[src/odcb_regs.vh]
// register indices, field positions and reset values of the output driver configuration bank
// assumes: included by the bank; byte address = index * 4 on a 32-bit bus
`ifndef ODCB_REGS_VH
`define ODCB_REGS_VH

`define ODCB_IDX_W          8
`define ODCB_IDX_MODE       8'h16
`define ODCB_IDX_EDGE       8'h1A
`define ODCB_IDX_LEVEL      8'h1B
`define ODCB_IDX_TIMING     8'h1C
`define ODCB_IDX_SOURCE     8'h1D
`define ODCB_IDX_OVERCUR    8'h1E
`define ODCB_IDX_OPENLOAD   8'h1F
`define ODCB_IDX_STATUS     8'h40

`define ODCB_RST_MODE       16'h0000
`define ODCB_RST_EDGE       16'h0000
`define ODCB_RST_LEVEL      16'h0000
`define ODCB_RST_TIMING     16'h0000
`define ODCB_RST_SOURCE     16'h0000
`define ODCB_RST_OVERCUR    16'h1000
`define ODCB_RST_OPENLOAD   16'h0000

`define ODCB_MODE_B1        6
`define ODCB_MODE_B2        7
`define ODCB_CHOP_EN_LSB    10
`define ODCB_LVL_B1         0
`define ODCB_LVL_B2         1
`define ODCB_LVL_B3_LSB     2
`define ODCB_OFFT_LSB       12
`define ODCB_HEAT_LSB       14
`define ODCB_GLASS_BIT      12
`define ODCB_OC_LSB         1
`define ODCB_RES7_BIT       0
`define ODCB_OL_LSB         9

`define ODCB_SRC_OFF        2'h0
`define ODCB_SRC_REG        2'h1
`define ODCB_SRC_PIN        2'h2
`define ODCB_SRC_GEN        2'h3
`define ODCB_CODE_RSVD      2'h3
`define ODCB_HS11_POS       4

`define ODCB_NREG           7
`define ODCB_HTRANS_NONSEQ  1

`endif

[src/odcb_bank.v]
// output driver configuration bank: 16-bit config registers behind an AHB-Lite slave
// assumes: one clock, single word transfers, the one slave on the bus
//
// Notes on behaviour
// - two-bit edge rate per half-bridge
// - chop enable bits 15..10, regulate only when set
// - bridge pairs share one chop level output
// - bridge six level codes, 11 reserved
// - bridge five level codes, 11 reserved
// - bridges three, four level codes, 11 reserved
// - bridges one, two single-bit level
// - chop timing shared per bridge pair; the bank keeps a two-bit chop rate per bridge instead
// - common two-bit off-time select, 00 disables
// - chop rate field sets period for off-time
// - in pwm mode rate field sets pwm rate
// - heater source: off, register, pin one
// - high-side source: off, register, pin, generator
// - glass supply bit 12 resets one
// - overcurrent level bit per driver 8..12
// - bit 0 selects driver seven resistance
// - openload level bits 9..13
// - bridge one/two high-side pwm mode bits
//
// Local design decision: register access over AHB-Lite.
`timescale 1ns/10ps
`include "odcb_regs.vh"

module odcb_bank #(
    parameter ADDR_W = 10
) (
    input  wire              hclk,
    input  wire              hresetn,
    input  wire              hsel,
    input  wire [ADDR_W-1:0] haddr,
    input  wire [1:0]        htrans,
    input  wire              hwrite,
    input  wire [2:0]        hsize,
    input  wire [31:0]       hwdata,
    input  wire              hready,
    output wire [31:0]       hrdata,
    output wire              hreadyout,
    output wire              hresp,
    output wire [11:0]       bridge_edge_rate,
    output wire [5:0]        bridge_chop_on,
    output wire [5:0]        bridge_chop_active,
    output wire [3:0]        pair12_chop_level,
    output wire [3:0]        pair34_chop_level,
    output wire [3:0]        pair56_chop_level,
    output wire [3:0]        bridge_level_reserved,
    output wire [11:0]       bridge_chop_rate,
    output wire [1:0]        bridge_off_time_select,
    output wire              bridge_off_time_on,
    output wire [1:0]        bridge_highside_pwm_mode,
    output wire [1:0]        bridge1_internal_pwm_rate,
    output wire [1:0]        bridge2_internal_pwm_rate,
    output wire [1:0]        heater_source_select,
    output wire              heater_by_register,
    output wire              heater_by_pin,
    output wire [11:0]       hs_source_select,
    output wire [5:0]        hs_by_register,
    output wire [5:0]        hs_by_pin,
    output wire [5:0]        hs_by_generator,
    output wire              hs11_glass_supply_mode,
    output wire [4:0]        hs_overcurrent_level,
    output wire              hs7_resistance_mode,
    output wire [4:0]        hs_openload_level
);

    localparam IW = `ODCB_IDX_W;

    function [IW-1:0] reg_idx;
        input integer k;
        begin
            case (k)
                0:       reg_idx = `ODCB_IDX_MODE;
                1:       reg_idx = `ODCB_IDX_EDGE;
                2:       reg_idx = `ODCB_IDX_LEVEL;
                3:       reg_idx = `ODCB_IDX_TIMING;
                4:       reg_idx = `ODCB_IDX_SOURCE;
                5:       reg_idx = `ODCB_IDX_OVERCUR;
                default: reg_idx = `ODCB_IDX_OPENLOAD;
            endcase
        end
    endfunction

    function [15:0] reg_rst;
        input integer k;
        begin
            case (k)
                0:       reg_rst = `ODCB_RST_MODE;
                1:       reg_rst = `ODCB_RST_EDGE;
                2:       reg_rst = `ODCB_RST_LEVEL;
                3:       reg_rst = `ODCB_RST_TIMING;
                4:       reg_rst = `ODCB_RST_SOURCE;
                5:       reg_rst = `ODCB_RST_OVERCUR;
                default: reg_rst = `ODCB_RST_OPENLOAD;
            endcase
        end
    endfunction

    wire [15:0]   cfg [0:`ODCB_NREG-1];
    reg           wr_pend_ff;
    reg  [IW-1:0] wr_idx_ff;
    reg  [15:0]   rdata_ff;
    reg  [15:0]   nxt_rdata;
    wire          taken;
    wire          aligned;
    wire [IW-1:0] req_idx;
    wire [15:0]   status;

    // zero-wait slave, never an error
    assign hreadyout = 1'b1;
    assign hresp     = 1'b0;
    assign hrdata    = {16'h0000, rdata_ff};

    assign taken   = hsel & hready & htrans[`ODCB_HTRANS_NONSEQ];
    assign aligned = (haddr[1:0] == 2'h0) & (haddr[ADDR_W-1:2] < (1 << IW));
    assign req_idx = haddr[IW+1:2];

    // write data arrives one cycle after the address is taken
    always @(posedge hclk or negedge hresetn)
    begin
        if (!hresetn)
        begin
            wr_pend_ff <= 1'b0;
            wr_idx_ff  <= {IW{1'b0}};
        end
        else
        begin
            wr_pend_ff <= taken & hwrite & aligned;
            wr_idx_ff  <= req_idx;
        end
    end

    // full 16 bits kept, reserved positions included
    genvar k;
    generate
        for (k = 0; k < `ODCB_NREG; k = k + 1)
        begin : g_cfg
            reg [15:0] cfg_ff;
            always @(posedge hclk or negedge hresetn)
            begin
                if (!hresetn)
                    cfg_ff <= reg_rst(k);
                else if (wr_pend_ff && (wr_idx_ff == reg_idx(k)))
                    cfg_ff <= hwdata[15:0];
            end
            assign cfg[k] = cfg_ff;
        end
    endgenerate

    // read sampled at the address edge; a write still in its data phase is
    // forwarded so back-to-back write then read returns the new value
    integer i;
    always @*
    begin
        nxt_rdata = 16'h0000;
        for (i = 0; i < `ODCB_NREG; i = i + 1)
        begin
            if (req_idx == reg_idx(i))
            begin
                if (wr_pend_ff && (wr_idx_ff == req_idx))
                    nxt_rdata = hwdata[15:0];
                else
                    nxt_rdata = cfg[i];
            end
        end
        if (req_idx == `ODCB_IDX_STATUS)
            nxt_rdata = status;
        if (!aligned)
            nxt_rdata = 16'h0000;
    end

    always @(posedge hclk or negedge hresetn)
    begin
        if (!hresetn)
            rdata_ff <= 16'h0000;
        else if (taken && !hwrite)
            rdata_ff <= nxt_rdata;
    end

    // half-bridge edge rate
    assign bridge_edge_rate = cfg[1][11:0];

    // bridge one/two high-side pwm mode
    assign bridge_highside_pwm_mode = {cfg[0][`ODCB_MODE_B2], cfg[0][`ODCB_MODE_B1]};

    // chop regulation enables; a bridge in high-side pwm mode does not regulate
    assign bridge_chop_on     = cfg[2][`ODCB_CHOP_EN_LSB+5:`ODCB_CHOP_EN_LSB];
    assign bridge_chop_active = bridge_chop_on & {4'hF, ~bridge_highside_pwm_mode};

    // levels handed out per pair, lower bridge in the low half
    assign pair12_chop_level = {1'b0, cfg[2][`ODCB_LVL_B2], 1'b0, cfg[2][`ODCB_LVL_B1]};
    assign pair34_chop_level = cfg[2][`ODCB_LVL_B3_LSB+3:`ODCB_LVL_B3_LSB];
    assign pair56_chop_level = cfg[2][`ODCB_LVL_B3_LSB+7:`ODCB_LVL_B3_LSB+4];

    // reserved level code flags, bit 0 for bridge three up to bit 3 for six
    generate
        for (k = 0; k < 4; k = k + 1)
        begin : g_lvl_rsvd
            assign bridge_level_reserved[k] =
                (cfg[2][`ODCB_LVL_B3_LSB+2*k+1:`ODCB_LVL_B3_LSB+2*k] == `ODCB_CODE_RSVD);
        end
    endgenerate

    // chop rate per bridge, pairs program alike
    assign bridge_chop_rate = cfg[3][11:0];

    // off-time as fraction of the chop period
    assign bridge_off_time_select = cfg[3][`ODCB_OFFT_LSB+1:`ODCB_OFFT_LSB];
    assign bridge_off_time_on     = (bridge_off_time_select != 2'h0);

    // in high-side pwm mode the rate field means pwm rate; zero otherwise
    assign bridge1_internal_pwm_rate = bridge_highside_pwm_mode[0] ? cfg[3][1:0] : 2'h0;
    assign bridge2_internal_pwm_rate = bridge_highside_pwm_mode[1] ? cfg[3][3:2] : 2'h0;

    // heater source, reserved code acts as disabled
    assign heater_source_select = cfg[4][`ODCB_HEAT_LSB+1:`ODCB_HEAT_LSB];
    assign heater_by_register   = (heater_source_select == `ODCB_SRC_REG);
    assign heater_by_pin        = (heater_source_select == `ODCB_SRC_PIN);

    // glass supply mode takes driver eleven away from its own selector
    assign hs11_glass_supply_mode = cfg[5][`ODCB_GLASS_BIT];
    assign hs_source_select       = cfg[4][11:0];

    generate
        for (k = 0; k < 6; k = k + 1)
        begin : g_hs
            wire [1:0] src;
            wire       own;
            assign own = (k != `ODCB_HS11_POS) | ~hs11_glass_supply_mode;
            assign src = hs_source_select[2*k+1:2*k];
            assign hs_by_register[k]  = own & (src == `ODCB_SRC_REG);
            assign hs_by_pin[k]       = own & (src == `ODCB_SRC_PIN);
            assign hs_by_generator[k] = own & (src == `ODCB_SRC_GEN);
        end
    endgenerate

    // high-side thresholds
    assign hs_overcurrent_level = cfg[5][`ODCB_OC_LSB+4:`ODCB_OC_LSB];
    assign hs7_resistance_mode  = cfg[5][`ODCB_RES7_BIT];
    assign hs_openload_level    = cfg[6][`ODCB_OL_LSB+4:`ODCB_OL_LSB];

    // read-only view of the decoded state
    assign status = {bridge_off_time_on,
                     hs11_glass_supply_mode,
                     hs_by_generator,
                     bridge_level_reserved,
                     bridge_chop_active[1:0],
                     heater_by_register | heater_by_pin,
                     1'b0};

endmodule // odcb_bank

[config.mk]
export PLATFORM = sky130hd
export DESIGN_NAME = odcb_bank
export DESIGN_NICKNAME = d
export VERILOG_FILES = /design/src/odcb_bank.v
export VERILOG_INCLUDE_DIRS = /design/src
export SDC_FILE = /design/constraint.sdc
export NUM_CORES = 1
export LEC_CHECK = 0
export BUFFER_PORTS_ARGS = -buffer_cell sky130_fd_sc_hd__buf_2
export CELL_PAD_IN_SITES_DETAIL_PLACEMENT = 1
export CELL_PAD_IN_SITES_GLOBAL_PLACEMENT = 1
export CORE_ASPECT_RATIO = 1.5
export CORE_MARGIN = 2
export CORE_UTILIZATION = 25
export CTS_BUF_LIST = sky130_fd_sc_hd__clkbuf_16
export CTS_CLUSTER_DIAMETER = 200
export DETAILED_ROUTE_END_ITERATION = 10
export PLACE_DENSITY_LB_ADDON = 0.1
export SETUP_SLACK_MARGIN = 0.4
export SYNTH_ARGS = -nofsm -noshare
export SYNTH_HDL_FRONTEND = slang
export SYNTH_SLANG_ARGS = --single-unit
[constraint.sdc]
create_clock -name hclk -period 6.17 [get_ports hclk]
set_clock_uncertainty 0.05 [all_clocks]
set_input_delay 0.3085 -clock hclk [delete_from_list [all_inputs] [get_ports hclk]]
set_output_delay 0.3085 -clock hclk [all_outputs]
set_load 0.02 [all_outputs]
==> results.yml <==
pwr:
  switching_share: 0.245
  power.leakage_nw: 4.47
  p_sw_uw: 555
  p_int_mw: 1.71
  p_comb_frac: 0.077
  ir_worst_vdd_mv: 0.156
  p_clk_frac: 0.515
  powerDensity_mw_per_mm2: 246
  p_seq_frac: 0.407
placed_design:
  dp_hpwl_mm: 20.3
  place_congestion: 0.801
  post_dp_cell_area_sq_mm: 0.00849
  placedCellCount: 1220
  place.port_buffers: 152
yosys:
  synth_area_per_cell_sq_um: 10.5
  synth_cell_types: 62
  yosysTopAreaCellShare: 0.435
  synth_ff_type: "dfrtp_1"
  synth_edf_count: 0
  syn_inst: 748
  ys_async_sr_fraction: 1.00
  synth_area_leaders: "dfrtp_1 44%, mux2_2 15%, buf_4 7.9%"
  ys_warn_count: 0
  synth_seq_cells: 137
  yosysTopAreaCell: "dfrtp_1"
  ys_seq_area_frac: 0.438
  synthesis.area_sq_mm: 0.00782
  yosys-top-cells-count: "136 x dfrtp_1, 103 x mux2_2, 82 x buf_4, 44 x nor2_1, 41 x nand2_1"
  yosysMostFrequentCell: "dfrtp_1"
global_route:
  grt_pass1_vias: 6518
  grt_pass1_wl_mm: 43.1
  grt.total_usage: 0.181
  grt_start_max_net_pins: 84
  antenna_found_initial: 0
  overflow: 0
setup_path:
  reg2reg_depth: 6
  worstSetupPathType: "in -> reg"
  path_max_fanout: 18
  reg2reg_from: "wr_idx_ff[1]"
  ff2ff_setup_slack_ps: 3030
  worstPathRequired_ps: 6450
  cp-startpoint: "haddr[7]"
  r2r_end: "rdata_ff[8]"
  cp_data_arrival_time_ps: 3810
  worst_setup_path_start_kind: "input port"
  worstSetupEndpointType: "register"
sta:
  finalSetupViolations: 0
  tns_ps: 0
  tightest_slew_ps: 1090
  drv_slew: 0
  min_period_over_period: 0.573
  maxSlewHeadroom: 0.271
  fin_crit_ps: 3540
  hold_ws_ps: 42.5
  hold_viol: 0
  rsz0062_at_grt: "false"
  max_freq_mhz: 283
route:
  drc: 0
  dr.pass1.iters: 4
  vias: 6115
  postRouteAntennaNets: 0
  avgRoutedWirePerCell_microns: 23.2
  wirelength_mm: 29.2
  drt-initial-drc-count: 271
  via_per_inst: 4.86
worst_hold_path:
  holdPathStages: 3
  whs_endpoint: "wr_pend_ff"
  min_from: "hwrite"
  hold_class: "in -> reg"
layout:
  instances_no_fill: 1257
  regArea_sq_mm: 0.00343
  layout-drive-gt1-share: 0.388
  diodes: 0
  area_growth_pct: 17.5
  fin_nets: 893
  final_cell_area_sq_mm: 0.00919
  multi_input_area_sq_mm: 0.00356
  fillers: 3489
cts:
  root_buffer: "clkbuf_16"
  clk_path_buf_depth: 2
  cts_tree: "yes"
  htree_levels: 4
  numCtsBuffers: 17
  clk_pin_slew_ps: 60
  cts.sinks: 137
  postCtsResizedCells: 0
  clkLatencyLatePin_ps: 450
  cts_setup_buffers: 0
die:
  start_util: 0.253
  die-area_sq_mm: 0.0327
  fp.coreArea_sq_mm: 0.0309
  io_pins: 193
  die_w_microns: 148
  core.rowCount: 79
  die_h_microns: 221
flow_run:
  cap_violations: 0
status:
  status: "complete, no violations"
flip-flops by register name, summed over array words and instances, names as in the netlist:
| name | cells |
|---|---|
| rdata_ff | 16 |
| wr_idx_ff | 8 |
| g_cfg.cfg_ff | 112 |
| wr_pend_ff | 1 |
worst max path at each step:
stage / endpoint / slack, ps
after detailed placement: rdata_ff[8] / 2570
after global placement: rdata_ff[3] / 2670
final: rdata_ff[8] / 2630
after floorplan: g_cfg[0].cfg_ff[14] / 3960
after CTS: rdata_ff[8] / 2680
after global routing: rdata_ff[11] / 2550
cells by family (layout without fill, tap and decap cells):
logic type / Yosys count / count (layout) / synth area share
AO/OA/AOI/OAI: 138 / 138 / 0.117
multiplexers: 137 / 137 / 0.198
XOR/XNOR: 9 / 9 / 0.0101
buffers and inverters: 144 / 230 / 0.115
adder cells (fa/ha/maj): 2 / 2 / 0.00320
AND/OR/NAND/NOR: 179 / 179 / 0.117
other: 2 / 20 / 0.000960
flip-flops: 137 / 137 / 0.438
area by class of cell:
type | count | share of cell area
Multi-Input combinational cell | 485 | 0.388
Inverter | 24 | 0.00980
Clock inverter | 15 | 0.0250
Timing Repair Buffer | 174 | 0.103
Clock buffer | 17 | 0.0463
Tap cell | 405 | 0.0551
Sequential cell | 137 | 0.373
layout by cell type (no fill, tap or decap), drive strengths merged, types with 17 or more instances in the layout:
| cell | count |
|---|---|
| nand2 | 42 |
| a21oi | 30 |
| dfrtp | 136 |
| nor2 | 48 |
| clkbuf | 17 |
| nand3 | 21 |
| mux2i | 19 |
| nor3 | 23 |
| conb | 20 |
| buf | 169 |
| inv | 24 |
| o21ai | 33 |
| mux2 | 118 |
stage by stage:
stage,setup WS [ps],util,power [mW]
3_5_place_dp,2570,0.274,1.12
4_1_cts,2680,0.297,2.30
5_1_grt,2550,0.297,2.35
2_1_floorplan,3960,-,1.05
3_3_place_gp,2670,0.274,1.11
6_report,2630,0.297,2.27
worst max-delay path, cell delays in order:
cell	delay [ps]
dlygate4sd3_1	540
buf_2	160
nor4b_2	320
buf_4	250
and2_1	840
nand4_1	780
o221a_2	520
o31ai_1	80
layer usage:
| metal | part of all wire | global-route usage |
|---|---|---|
| met2 | 0.52 | 0.328 |
| met3 | 0.034 | 0.0299 |
| met4 | 0.023 | 0.0686 |
| met5 | 0 | 0 |
| met1 | 0.42 | 0.213 |
power by group through the flow:
stage	clock network (mW)	registers [mW]	logic, mW
finish	1.17	0.923	0.175
CTS	1.20	0.923	0.180
floorplan	0	0.936	0.109
detailed placement	0	0.939	0.177
global placement	0	0.938	0.174
global route	1.23	0.924	0.193
timing repair:
item | in CTS | in global routing
endpoints found under the hold margin | 86 | 0
hold buffers | 5 | 0
setup endpoints to repair | 0 | 0
(Power assumes the default switching activity.)
